**src/include/wdt_pkg.sv**
```systemverilog
// Package: register indices, keys, field positions and timing constants
package wdt_pkg;
  localparam logic [7:0] KEY_UNLOCK       = 8'h87;
  localparam logic [7:0] KEY_LOCK         = 8'haa;
  localparam logic [7:0] REG_FUNC_SEL     = 8'h07;
  localparam logic [7:0] REG_ACTIVATE     = 8'h30;
  localparam logic [7:0] REG_UNIT         = 8'hf5;
  localparam logic [7:0] REG_COUNT        = 8'hf6;
  localparam logic [7:0] REG_CTRL         = 8'hf7;
  localparam logic [7:0] FUNC_WATCHDOG    = 8'h08;
  localparam logic [7:0] ACTIVATE_ON      = 8'h01;
  localparam int         UNIT_MINUTE_BIT  = 3;
  localparam int         CTRL_MOUSE_BIT   = 7;
  localparam int         CTRL_KBD_BIT     = 6;
  localparam int         CTRL_FORCE_BIT   = 5;
  localparam int         CTRL_STATUS_BIT  = 4;
  localparam logic [7:0] COUNT_RESET      = 8'h00;
  localparam logic [7:0] UNIT_RESET       = 8'h00;
  localparam logic [7:0] CTRL_RESET       = 8'h00;
  localparam int         CLK_HZ           = 100_000_000;
  localparam int         SECOND_S         = 1;
  localparam int         SECOND_CYCLES    = CLK_HZ * SECOND_S;
  localparam int         MINUTE_SECONDS   = 60;
endpackage

```
**src/include/tick_if.sv**
```systemverilog
// Interface: tick strobes from the prescaler to the watchdog core
interface tick_if;
  logic restart;
  logic minute_unit;
  logic tick;
  modport core (output restart, output minute_unit, input tick);
  modport presc (input restart, input minute_unit, output tick);
endinterface

```
**src/design/wdt_prescaler.sv**
```systemverilog
// Prescaler: one tick strobe per second, or per minute when minute_unit is set, from the system clock
module wdt_prescaler #(
  parameter int SEC_CYCLES = wdt_pkg::SECOND_CYCLES,
  parameter int MIN_SECS   = wdt_pkg::MINUTE_SECONDS
) (
  input wire logic clk,
  input wire logic arst_n,
  tick_if.presc    tk
);
  // The seconds counter is eight bits wide, so a minute cannot exceed 256 seconds
  if (SEC_CYCLES < 2 || MIN_SECS < 1 || MIN_SECS > 256) begin
    $error("prescaler counts out of range");
  end
  typedef struct packed {
    logic [31:0] cyc;
    logic [7:0]  secs;
    logic        tick;
  } presc_state_type;
  presc_state_type s_q;
  presc_state_type s_d;
  always_comb begin
    s_d = s_q;
    s_d.tick = 1'b0;
    if (tk.restart) begin
      s_d.cyc = '0;
      s_d.secs = '0;
    end else if (s_q.cyc == 32'(SEC_CYCLES - 1)) begin
      s_d.cyc = '0;
      if (!tk.minute_unit) begin
        s_d.tick = 1'b1;
      end else if (s_q.secs == 8'(MIN_SECS - 1)) begin
        s_d.secs = '0;
        s_d.tick = 1'b1;
      end else begin
        s_d.secs = s_q.secs + 8'h01;
      end
    end else begin
      s_d.cyc = s_q.cyc + 32'h1;
    end
  end
  always_ff @(posedge clk or negedge arst_n) begin
    if (!arst_n) begin
      s_q <= '0;
    end else begin
      s_q <= s_d;
    end
  end
  assign tk.tick = s_q.tick;
endmodule

```
**src/design/indexed_port_watchdog_timer.sv**
```systemverilog
// Watchdog timer behind an index/data port pair with key-guarded configuration
module indexed_port_watchdog_timer #(
  parameter logic [15:0] INDEX_ADDR = 16'h002e,
  parameter int          SEC_CYCLES = wdt_pkg::SECOND_CYCLES
) (
  input  wire logic        clk,
  input  wire logic        arst_n,
  input  wire logic [15:0] io_addr,
  input  wire logic        io_wr,
  input  wire logic        io_rd,
  input  wire logic [7:0]  io_wdata,
  output logic      [7:0]  io_rdata,
  output logic             io_rvalid,
  input  wire logic        kbd_activity,
  input  wire logic        mouse_activity,
  input  wire logic        action_select_jumper,
  output logic             wdt_reset,
  output logic             wdt_irq11_n
);
  if (INDEX_ADDR[0] != 1'b0 || SEC_CYCLES < 2) begin
    $error("index port must be even and a second at least two cycles");
  end

  typedef enum logic [1:0] {
    LOCKED  = 2'b00,
    ONE_KEY = 2'b01,
    OPEN    = 2'b11
  } cfg_state_type;

  typedef struct packed {
    cfg_state_type cfg;
    logic [7:0]    index;
    logic [7:0]    func;
    logic          active;
    logic          minute;
    logic [7:0]    count_reg;
    logic [7:0]    remain;
    logic          kbd_en;
    logic          mouse_en;
    logic          expired;
    logic [7:0]    rdata;
    logic          rvalid;
    logic          rst_out;
    logic          irq_n;
  } wdt_state_type;

  wdt_state_type s_q;
  wdt_state_type s_d;
  tick_if tk ();

  wdt_prescaler #(
    .SEC_CYCLES (SEC_CYCLES),
    .MIN_SECS   (wdt_pkg::MINUTE_SECONDS)
  ) u_presc (
    .clk    (clk),
    .arst_n (arst_n),
    .tk     (tk)
  );

  function automatic logic wd_sel(input wdt_state_type s);
    return s.cfg == OPEN && s.func == wdt_pkg::FUNC_WATCHDOG;
  endfunction

  logic idx_hit;
  logic dat_hit;
  logic dat_wr;
  logic cnt_wr;
  logic reload;
  logic force_to;
  logic key_wr;
  assign idx_hit = io_addr == INDEX_ADDR;
  assign dat_hit = io_addr == INDEX_ADDR + 16'h0001;
  assign dat_wr  = io_wr && dat_hit && s_q.cfg == OPEN;
  assign cnt_wr  = dat_wr && wd_sel(s_q) && s_q.index == wdt_pkg::REG_COUNT;
  assign force_to = dat_wr && wd_sel(s_q) && s_q.index == wdt_pkg::REG_CTRL
                    && io_wdata[wdt_pkg::CTRL_FORCE_BIT];
  assign reload  = s_q.active && ((s_q.kbd_en && kbd_activity)
                    || (s_q.mouse_en && mouse_activity));
  assign tk.restart = cnt_wr || reload || !s_q.active;
  assign tk.minute_unit = s_q.minute;
  assign key_wr  = io_wr && idx_hit && io_wdata == wdt_pkg::KEY_UNLOCK;

  always_comb begin
    s_d = s_q;
    s_d.rvalid = 1'b0;
    if (io_wr && idx_hit) begin
      case (s_q.cfg)
        LOCKED:  s_d.cfg = io_wdata == wdt_pkg::KEY_UNLOCK ? ONE_KEY : LOCKED;
        ONE_KEY: s_d.cfg = io_wdata == wdt_pkg::KEY_UNLOCK ? OPEN : LOCKED;
        OPEN: begin
          if (io_wdata == wdt_pkg::KEY_LOCK) begin
            s_d.cfg = LOCKED;
          end else begin
            s_d.index = io_wdata;
          end
        end
        default: s_d.cfg = LOCKED;
      endcase
    end
    if (dat_wr) begin
      if (s_q.index == wdt_pkg::REG_FUNC_SEL) begin
        s_d.func = io_wdata;
      end else if (wd_sel(s_q)) begin
        case (s_q.index)
          wdt_pkg::REG_ACTIVATE: s_d.active = io_wdata == wdt_pkg::ACTIVATE_ON;
          wdt_pkg::REG_UNIT:     s_d.minute = io_wdata[wdt_pkg::UNIT_MINUTE_BIT];
          wdt_pkg::REG_COUNT: begin
            s_d.count_reg = io_wdata;
            s_d.remain    = io_wdata;
          end
          wdt_pkg::REG_CTRL: begin
            s_d.kbd_en   = io_wdata[wdt_pkg::CTRL_KBD_BIT];
            s_d.mouse_en = io_wdata[wdt_pkg::CTRL_MOUSE_BIT];
          end
          default: ;
        endcase
      end
    end
    // Reads always answer; locked reads return zero
    if (io_rd && dat_hit) begin
      s_d.rvalid = 1'b1;
      s_d.rdata  = 8'h00;
      if (s_q.cfg == OPEN) begin
        if (s_q.index == wdt_pkg::REG_FUNC_SEL) begin
          s_d.rdata = s_q.func;
        end else if (wd_sel(s_q)) begin
          case (s_q.index)
            wdt_pkg::REG_ACTIVATE: s_d.rdata = {7'h00, s_q.active};
            wdt_pkg::REG_UNIT:     s_d.rdata = {4'h0, s_q.minute, 3'h0};
            wdt_pkg::REG_COUNT:    s_d.rdata = s_q.count_reg;
            wdt_pkg::REG_CTRL:     s_d.rdata = {s_q.mouse_en, s_q.kbd_en, 1'b0,
                                                s_q.expired, 4'h0};
            default:               s_d.rdata = 8'h00;
          endcase
        end
      end
    end
    if (cnt_wr || reload) begin
      s_d.expired = 1'b0;
      if (reload && !cnt_wr) begin
        s_d.remain = s_q.count_reg;
      end
    end
    // Count zero halts; the prescaler is held while inactive
    if (s_q.active && s_q.remain != 8'h00 && tk.tick && !cnt_wr && !reload) begin
      s_d.remain = s_q.remain - 8'h01;
      if (s_q.remain == 8'h01) begin
        s_d.expired = 1'b1;
      end
    end
    if (force_to) begin
      s_d.expired = 1'b1;
    end
    if (!s_q.active) begin
      s_d.expired = 1'b0;
    end
    s_d.rst_out = s_d.expired && action_select_jumper;
    s_d.irq_n   = !(s_d.expired && !action_select_jumper);
  end

  always_ff @(posedge clk or negedge arst_n) begin
    if (!arst_n) begin
      s_q           <= '0;
      s_q.cfg       <= LOCKED;
      s_q.count_reg <= wdt_pkg::COUNT_RESET;
      s_q.irq_n     <= 1'b1;
    end else begin
      s_q <= s_d;
    end
  end

  assign io_rdata    = s_q.rdata;
  assign io_rvalid   = s_q.rvalid;
  assign wdt_reset   = s_q.rst_out;
  assign wdt_irq11_n = s_q.irq_n;
endmodule

```
**config.mk**
```make
export PLATFORM = sky130hd
export DESIGN_NAME = indexed_port_watchdog_timer
export DESIGN_NICKNAME = d
export VERILOG_FILES = /design/src/include/wdt_pkg.sv /design/src/include/tick_if.sv /design/src/design/wdt_prescaler.sv /design/src/design/indexed_port_watchdog_timer.sv
export SDC_FILE = /design/constraint.sdc
export NUM_CORES = 1
export LEC_CHECK = 0
export ABC_AREA = 1
export BUFFER_PORTS_ARGS = -buffer_cell sky130_fd_sc_hd__buf_2
export CAP_MARGIN = 0
export CORE_MARGIN = 2
export CORE_UTILIZATION = 44
export DETAILED_ROUTE_END_ITERATION = 8
export SETUP_SLACK_MARGIN = 0.5
export SYNTH_ARGS = -nofsm -noshare
export SYNTH_HDL_FRONTEND = slang
export SYNTH_SLANG_ARGS = --single-unit
```
**constraint.sdc**
```tcl
create_clock -name clk -period 4.05 [get_ports clk]
set_clock_uncertainty 0.15 [all_clocks]
set_input_delay 0.2025 -clock clk [delete_from_list [all_inputs] [get_ports clk]]
set_output_delay 0.2025 -clock clk [all_outputs]
set_load 0.02 [all_outputs]
```
==> results.yml, run 1 <==
outcome:
  outcome: "finished, final reports clean"
synth:
  synthesis.nets: 768
  synth_compound_area_share_pct: 6.36
  avgSynthCellArea_sq_um: 7.40
  synth_simple_gate_area_share_pct: 36.3
  synthTopCellsByArea: "dfrtp_1 (42%), nand2_1 (13%), nor2_1 (7.1%)"
  synth_area_sq_um: 5410
  ys_types: 41
  yosysTopAreaCell: "dfrtp_1"
  synth-edff-count: 0
  synth_adder_area_share_pct: 1.16
  synth_most_common_cell: "nand2_1"
  synth_top_family_by_area: "simple AND/OR/NAND/NOR gates"
  synthXorXnorAreaFrac_pct: 4.21
  synth_seq_area_share_pct: 42.1
  yosys_warnings: 0
  synthFlopType: "dfrtp_1"
  synth_top_area_share_pct: 41.6
  ys_ff_latch: 91
  synth_common_cells: "nand2_1 (187), nor2_1 (103), inv_1 (97), dfrtp_1 (90), nand3_1 (39)"
  synthCells: 732
  synthMuxAreaShare_pct: 0
  ys_async_sr_fraction_pct: 100
floorplanning:
  io_pins: 42
  die_width_microns: 115
  fp.dieH_microns: 115
  start_util_pct: 45.1
  core-area_sq_um: 12000
  die_area_sq_um: 13200
  row_count: 40
placed_design:
  io_buffers: 41
  place.gp.congestion: 0.913
  post-dp-hpwl_microns: 9840
  placed_cells: 902
routing:
  drt_first_iter_violations: 242
  antenna_left: 0
  first_pass_iters: 5
  drc: 0
  wl_microns: 13100
  wl_per_cell_microns: 14.2
  via_count: 4692
  avgViaCountPerCell: 5.08
power_and_ir_drop:
  p_switching_uw: 431
  leakage_nw: 2.83
  seqPwrFrac_pct: 47.1
  p_int_mw: 1.52
  clkPwrFrac_pct: 47.8
  powerDensity_nw_per_um2: 323
  peakVddDrop_v: 0.000223
  switching_share_pct: 22.1
  comb_power_share_pct: 5.1
clock_network:
  clk_pin_slew_worst_paths_ns: 0.07
  cts_tree: "yes"
  clkLatencyLatePin_ns: 0.36
  htree_levels: 3
  cts-root-buf: "clkbuf_16"
  cts_buffers: 9
  postCtsSetupBuffers: 0
  cts.sinks: 91
  cts_buffer_depth: 2
setup_path:
  r2r_end: "u_presc.s_q[36]$_DFF_PN0_"
  startpoint_type: "flip-flop"
  ff2ff_setup_slack_ns: 1.76
  r2r_start: "s_q[44]$_DFFE_PN0P_"
  crit_fanout: 28
  crit_path_end_kind: "flip-flop"
  crit_end: "u_presc.s_q[36]$_DFF_PN0_"
  crit_start: "s_q[44]$_DFFE_PN0P_"
  critPathKind: "reg -> reg"
  rr_worst_depth: 7
  required_ns: 4.12
  crit_arrival_ns: 2.35
sta:
  tightestPinTransition_ns: 0.925
  rsz0062_at_grt: "no"
  final-setup-viol-count: 0
  relSlewSlack_pct: 38.4
  hold_viol: 0
  timing.fmax_mhz: 437
  finalCritPeriodShare_pct: 56.5
  fin_crit_ns: 2.29
  slew_violations: 0
  final.setup.tns_ns: 0
cells_and_area:
  antenna_cells: 0
  area.sequential_sq_um: 2280
  drive_gt1_share_pct: 13.3
  fillCellCount: 1223
  num-nets-final: 807
  area_delta_synth_final_pct: 11.8
  multi_input_area_sq_um: 2600
  instances_no_fill: 923
global_route:
  grt_pass1_vias: 4754
  antenna_found_initial: 0
  overflow: 0
  grt_usage_pct: 21.7
  grt_max_degree: 71
  grt_pass1_wl_microns: 22500
hold_path:
  hold_class: "in -> reg"
run:
  maxCapViolCount: 0
[state kept, by name, summed over array words and instances (netlist names)]
| register | cells |
|---|---|
| io_rvalid | 1 |
| tk.minute_unit | 1 |
| wdt_irq11_n | 1 |
| io_rdata | 8 |
| s_q | 38 |
| wdt_reset | 1 |
| u_presc.tk.tick | 1 |
| u_presc.s_q | 40 |
[area by class of cell]
cell class,instances,area share (%)
Sequential cell,91,37.7
Clock buffer,12,4.24
Timing Repair Buffer,47,4.38
Tap cell,147,3.04
Multi-Input combinational cell,517,43.0
Clock inverter,4,1.20
Inverter,105,6.51
[repair_timing]
action                    CTS  global route
hold endpoints to repair   73             0
resized for setup           0             0
hold buffers                5             0
[stage by stage]
stage                     worst slack [ns]  area, sq um  util [%]  total power [mW]  hold WS (ns)
after floorplan                       2.41         5410         -             0.984        -0.243
after global placement                1.87         5670      47.2              1.03         0.249
final                                 1.76         6050      50.4              1.95       0.00225
after global routing                  1.53         6050      50.4              2.03        0.0161
after CTS                             1.76         6050      50.4              1.98       0.00272
after detailed placement              1.76         5670      47.2              1.03         0.256
[cell usage in the layout, fill, tap and decap left out, drive strengths merged, types with 2 or more instances in the layout]
master and n:
clkbuf 12, dfrtp 90, nor4 4, nor2 120, and2 2, inv 105, nor3b 3, nand4 25
or2 4, ha 5, bufinv 2, xor2 19, xnor2 7, nand2 189, a21oi 18, o21ai 36
o22ai 7, nor3 28, nand3 45, dlygate4sd3 5, buf 42
[how the worst min path moves through the flow]
stage	from	endpoint	slack [ns]	cells after the start
2_1_floorplan	arst_n	io_rdata[0]$_DFFE_PN0P_	-0.24	0
3_3_place_gp	arst_n	u_presc.s_q[29]$_DFF_PN0_	0.25	1
3_5_place_dp	arst_n	u_presc.s_q[29]$_DFF_PN0_	0.26	1
4_1_cts	io_wdata[7]	s_q[39]$_DFFE_PN0P_	0.003	3
5_1_grt	io_wdata[7]	s_q[39]$_DFFE_PN0P_	0.02	3
6_report	io_wdata[7]	s_q[39]$_DFFE_PN0P_	0.002	3
[worst max-delay path: stages, from the launching register on]
cell and delay (ns):
dfrtp_1 0.37, nand2_1 0.09, nor2_2 0.17, nand4_2 0.17
inv_2 0.22, nand3_4 0.32, nand3_2 0.52, nor2_1 0.11
[power by group through the flow]
stage	registers, mW	clock network, mW	logic (mW)
floorplan	0.936	0	0.0481
global placement	0.937	0	0.0957
detailed placement	0.937	0	0.0979
CTS	0.920	0.955	0.102
global route	0.920	0.999	0.115
finish	0.920	0.933	0.0992
[routing by layer]
| metal | track usage (%) | part of all wire (%) | routed length (microns) |
|---|---|---|---|
| met3 | 4.48 | 3.1 | 411 |
| met4 | 8.43 | 2.7 | 355 |
| met5 | 0 | 0 | 0 |
| met2 | 37.0 | 50 | 6500 |
| met1 | 27.2 | 45 | 5860 |
[kinds of logic (layout without fill, tap and decap cells)]
| kind of cell | Yosys count | count (layout) |
|---|---|---|
| adders and majority gates | 5 | 5 |
| xor gates and xnor gates | 26 | 26 |
| AOI/OAI and AO/OA | 63 | 63 |
| DFF | 91 | 91 |
| and+or+nand+nor | 423 | 423 |
| buffers and inverters | 124 | 168 |
Power figures use the tool's default switching activity.
==> run 2: changes to the inputs <==
- clock period: 4.05 -> 2.1 ns (I/O delays scaled with it)
==> run 2 against run 1 <==
Register-to-register slack got worse by 1.4 ns. Design area rose by 20%. Worst setup slack lost 1.4 ns. Sequential cell count unchanged.
==> results.yml, run 2 (synthesis results as in run 1) <==
routing:
  wl_microns: 15100
  first_pass_iters: 5
  drc: 0
  via_count: 5172
  drt_first_iter_violations: 395
  avgViaCountPerCell: 5.20
  wl_per_cell_microns: 15.2
  antenna_left: 0
power_and_ir_drop:
  comb_power_share_pct: 7.0
  total_power_mw: 3.66
  powerDensity_nw_per_um2: 506
  clkPwrFrac_pct: 44.5
  seqPwrFrac_pct: 48.5
  p_int_mw: 2.80
  leakage_nw: 3.31
  switching_share_pct: 23.6
  p_switching_uw: 866
  peakVddDrop_v: 0.000371
clock_network:
  cts_tree: "yes"
  cts.sinks: 91
  clkLatencyLatePin_ns: 0.36
  clk_pin_slew_worst_paths_ns: 0.06
  htree_levels: 3
  cts_buffer_depth: 2
  cts_buffers: 9
  cts-root-buf: "clkbuf_16"
placed_design:
  post-dp-hpwl_microns: 10100
  io_buffers: 41
  place.gp.congestion: 0.946
  place_ws_ns: 0.166
setup_path:
  required_ns: 2.18
  ff2ff_setup_slack_ns: 0.32
  r2r_start: "u_presc.s_q[9]$_DFF_PN0_"
  crit_path_end_kind: "flip-flop"
  startpoint_type: "flip-flop"
  crit_arrival_ns: 1.86
  critPathKind: "reg -> reg"
  r2r_end: "u_presc.s_q[24]$_DFF_PN0_"
  rr_worst_depth: 9
  crit_fanout: 5
hold_path:
  hold_path_end: "s_q[48]$_DFFE_PN0P_"
  hold_depth: 5
  hold_class: "in -> reg"
  min-delay-start: "io_wdata[2]"
global_route:
  grt_usage_pct: 24.0
  antenna_found_initial: 0
  overflow: 0
  grt_max_degree: 40
  grt_pass1_vias: 5164
  grt_pass1_wl_microns: 24800
cells_and_area:
  final_cell_mix: "nand2_1 (159), inv_1 (86), dfrtp_1 (85)"
  top_register: "u_presc.s_q"
  drive_gt1_share_pct: 33.3
  area_delta_synth_final_pct: 33.8
  final_util_pct: 60.3
  largest_reg_flops: 40
  antenna_cells: 0
  layout_commonest_cell: "nand2_1"
  num-nets-final: 878
floorplanning:
  die_area_sq_um: 13200
  start_util_pct: 45.1
  io_pins: 42
  core-area_sq_um: 12000
  die_width_microns: 115
  fp.dieH_microns: 115
  row_count: 40
sta:
  hold_viol: 0
  rsz0062_at_grt: "yes"
  tightestPinTransition_ns: 0.493
  final-setup-viol-count: 0
  slew_violations: 0
  final.setup.tns_ns: 0
  fin_crit_ns: 1.78
  timing.fmax_mhz: 562
  relSlewSlack_pct: 67.2
  finalCritPeriodShare_pct: 84.7
  fin_ws_ns: 0.321
run:
  maxCapViolCount: 0
outcome:
  outcome: "finished, final reports clean"
[run 2: changes by cell type in the layout (fill, tap and decap cells not counted), sizes merged]
cell / previous run / this run
nand3: 45 / 48
clkinvlp: 1 / 0
bufinv: 2 / 0
clkbuf: 12 / 15
dlygate4sd3: 5 / 15
buf: 42 / 100
[run 2: how the worst max path moves through the flow]
stage / start / cells past startpoint / slack, ns / endpoint
2_1_floorplan: u_presc.s_q[9]$_DFF_PN0_ / 8 / 0.50 / u_presc.s_q[8]$_DFFE_PN0P_
3_3_place_gp: s_q[49]$_DFFE_PN0P_ / 9 / 0.20 / s_q[17]$_DFF_PN0_
3_5_place_dp: s_q[48]$_DFFE_PN0P_ / 7 / 0.17 / u_presc.s_q[31]$_DFF_PN0_
4_1_cts: u_presc.s_q[9]$_DFF_PN0_ / 9 / 0.36 / u_presc.s_q[24]$_DFF_PN0_
5_1_grt: s_q[35]$_DFFE_PN0P_ / 9 / 0.20 / s_q[17]$_DFF_PN0_
6_report: u_presc.s_q[9]$_DFF_PN0_ / 9 / 0.32 / u_presc.s_q[24]$_DFF_PN0_
[run 2: metal layers]
metal | track usage [%] | vias to the layer above | part of all wire [%]
li1 | - | 2545 | -
met1 | 29.3 | 2465 | 42
met2 | 41.0 | 125 | 50
met3 | 4.59 | 37 | 4.2
met4 | 11.2 | 0 | 3.2
met5 | 0 | - | 0
[run 2: metrics by stage]
stage	instances	hold slack, ns	cell area, sq um
detailed placement	911	-0.0459	5780
finish	994	0.0259	7240
global placement	911	-0.0483	5780
CTS	974	0.0270	6840
floorplan	732	-0.341	5430
global route	994	0.0433	7240
[run 2: what timing repair did]
action	CTS	global route
gates cloned	3	0
resized for setup	112	74
setup buffers	29	20
endpoints found under the setup margin	79	88
endpoints found under the hold margin	86	0
pin swaps	41	30
hold buffers	15	0
[run 2: final cells by class]
type                            count  area (sq um)
Clock buffer                       15           288
Clock inverter                      1          5.00
Fill cell                        1104          4770
Inverter                          105           402
Multi-Input combinational cell    520          3200
Sequential cell                    91          2280
Tap cell                          147           184
Timing Repair Buffer              115           882
[run 2: power groups by stage]
stage	Clock (mW)	Sequential (mW)	Combinational (mW)
final	1.63	1.78	0.257
after global routing	1.75	1.77	0.287
after CTS	1.65	1.78	0.247
after detailed placement	0	1.81	0.202
after global placement	0	1.81	0.197
after floorplan	0	1.80	0.0940
[run 2: worst max-delay path, cell delays in order (launching register included)]
cell and delay, ns:
dfrtp_1 0.38, ha_2 0.20, nand2_2 0.07, nor2_4 0.16, nand2_4 0.10, nor2_4 0.14
nand2_2 0.09, nand4_4 0.16, buf_6 0.16, nor3_2 0.04
==> run 3: changes to the inputs <==
- clock period: 2.1 -> 1.6 ns (I/O delays scaled with it)
==> run 3 against run 2 <==
The run now ends with hold timing, setup timing left. Sequential share of layout area is 4.2 points lower. Design area is 15% higher. Combinational power is 59% higher. Fmax is 0.55% lower. Sequential cell count stayed put. Total power is 37% higher. First-iteration DRC count is 17% higher. Worst hold slack worse by 0.054 ns. Wire length is 15% higher.
==> results.yml, run 3 (synthesis results as in run 1) <==
placed_design:
  post-dp-hpwl_microns: 10800
  place_ws_ns: -0.267
  io_buffers: 41
  place.gp.congestion: 0.888
clock_network:
  cts_buffer_depth: 2
  cts.sinks: 91
  cts-root-buf: "clkbuf_16"
  clkLatencyLatePin_ns: 0.36
  clk_pin_slew_worst_paths_ns: 0.07
  cts_buffers: 9
  htree_levels: 3
  cts_tree: "yes"
power_and_ir_drop:
  clkPwrFrac_pct: 45.4
  powerDensity_nw_per_um2: 599
  p_int_mw: 3.79
  leakage_nw: 3.90
  seqPwrFrac_pct: 46.4
  peakVddDrop_v: 0.000415
  p_switching_mw: 1.22
  comb_power_share_pct: 8.1
  switching_share_pct: 24.3
routing:
  wl_per_cell_microns: 16.0
  antenna_left: 0
  avgViaCountPerCell: 5.18
  via_count: 5620
  drt_first_iter_violations: 464
  drc: 0
  first_pass_iters: 7
  wl_microns: 17400
floorplanning:
  io_pins: 42
  fp.dieH_microns: 115
  row_count: 40
  die_area_sq_um: 13200
  core-area_sq_um: 12000
  start_util_pct: 45.1
  die_width_microns: 115
setup_path:
  crit_arrival_ns: 1.94
  crit_path_end_kind: "flip-flop"
  critPathKind: "reg -> reg"
  crit_fanout: 6
  r2r_start: "s_q[32]$_DFFE_PN0P_"
  required_ns: 1.75
  rr_worst_depth: 10
  r2r_end: "s_q[18]$_DFF_PN0_"
  startpoint_type: "flip-flop"
  ff2ff_setup_slack_ns: -0.19
outcome:
  violations: "hold timing, setup timing"
  outcome: "complete, but fails checks"
cells_and_area:
  antenna_cells: 0
  largest_reg_flops: 40
  fillCellCount: 927
  final_cell_mix: "nand2_1 (140), buf_4 (124), dfrtp_1 (84)"
  top_register: "u_presc.s_q"
  num-nets-final: 969
  layout_commonest_cell: "nand2_1"
  final_util_pct: 69.6
  area_delta_synth_final_pct: 54.5
  multi_input_area_sq_um: 3390
  drive_gt1_share_pct: 44.0
  area.sequential_sq_um: 2290
sta:
  hold_slack_ns: -0.0284
  hold_viol: 2
  slew_violations: 0
  timing.fmax_mhz: 559
  final-setup-viol-count: 83
  rsz0062_at_grt: "yes"
  final.setup.tns_ns: -7.97
  fin_ws_ns: -0.189
  fin_crit_ns: 1.79
  tightestPinTransition_ns: 0.536
  relSlewSlack_pct: 64.2
  finalCritPeriodShare_pct: 112
hold_path:
  min-delay-start: "io_wdata[2]"
  hold_class: "in -> reg"
  hold_path_end: "s_q[48]$_DFFE_PN0P_"
  hold_depth: 5
global_route:
  grt_usage_pct: 26.0
  antenna_found_initial: 0
  grt_max_degree: 92
  grt_pass1_wl_microns: 26800
  grt_pass1_vias: 5564
  overflow: 0
run:
  maxCapViolCount: 0
run 3: cell types whose count changed in the layout (fill, tap and decap cells not counted), moves of 5 or more:
cell / delta
buf_2: -11
buf_4: +79
buf_6: +16
nand2_1: -19
nand2_2: +15
nand2_4: +5
nand3_1: +7
nand3_2: -9
nor2_1: -6
nor2_4: +9
o21ai_0: -8
run 3: metrics by stage:
stage / instances / power, mW / cell area, sq um / hold WS, ns
floorplan: 732 / 2.50 / 5540 / -0.366
global placement: 1011 / 2.65 / 6630 / 0.0217
detailed placement: 1011 / 2.66 / 6630 / 0.0252
CTS: 1066 / 4.99 / 7810 / -0.0280
global route: 1085 / 5.19 / 8360 / 0.0156
finish: 1085 / 5.01 / 8360 / -0.0284
run 3: power groups by stage:
stage          Sequential (mW)  Clock, mW  Combinational [mW]
2_1_floorplan             2.37          0               0.127
4_1_cts                   2.32       2.29               0.372
3_5_place_dp              2.37          0               0.295
6_report                  2.32       2.28               0.408
5_1_grt                   2.32       2.42               0.443
3_3_place_gp              2.37          0               0.286
run 3: worst max-delay path by stage:
stage / startpoint / end
after floorplan: u_presc.s_q[9]$_DFF_PN0_ / u_presc.s_q[8]$_DFFE_PN0P_
after global placement: u_presc.s_q[9]$_DFF_PN0_ / u_presc.s_q[12]$_DFF_PN0_
after detailed placement: u_presc.s_q[9]$_DFF_PN0_ / u_presc.s_q[31]$_DFF_PN0_
after CTS: s_q[48]$_DFFE_PN0P_ / s_q[18]$_DFF_PN0_
after global routing: s_q[39]$_DFFE_PN0P_ / s_q[17]$_DFF_PN0_
final: s_q[32]$_DFFE_PN0P_ / s_q[18]$_DFF_PN0_
run 3: layout make-up:
class	count	share of cell area, %
multi-input combinational	521	40.6
sequential	91	27.3
timing repair buffer	205	21.3
inverter	105	4.83
clock buffer	11	3.02
tap	147	2.20
clock inverter	5	0.718
run 3: critical path, cell delays in order (launching register included):
cell and delay (ns):
dfrtp_1 0.40, buf_6 0.13, inv_4 0.05, nand2_4 0.05
nor2_4 0.15, nand3_4 0.09, nor2_4 0.18, nand4_1 0.24
nand2_1 0.15, nand3_2 0.07, nand2_1 0.07
run 3: layer usage:
metal	GRT usage [%]	wire [microns]	vias up
met3	4.74	723	47
li1	-	-	2738
met2	44.6	8810	155
met1	31.9	7150	2680
met5	0	0	-
met4	11.7	680	0
run 3: repair_timing:
item                       4_1_cts  5_1_grt
gates resized for setup        119      110
pin swaps                       35       47
setup buffers                   20       16
hold buffers                    12        2
hold endpoints to repair       123        3
cloned                           7        2
setup endpoints to repair      101      101
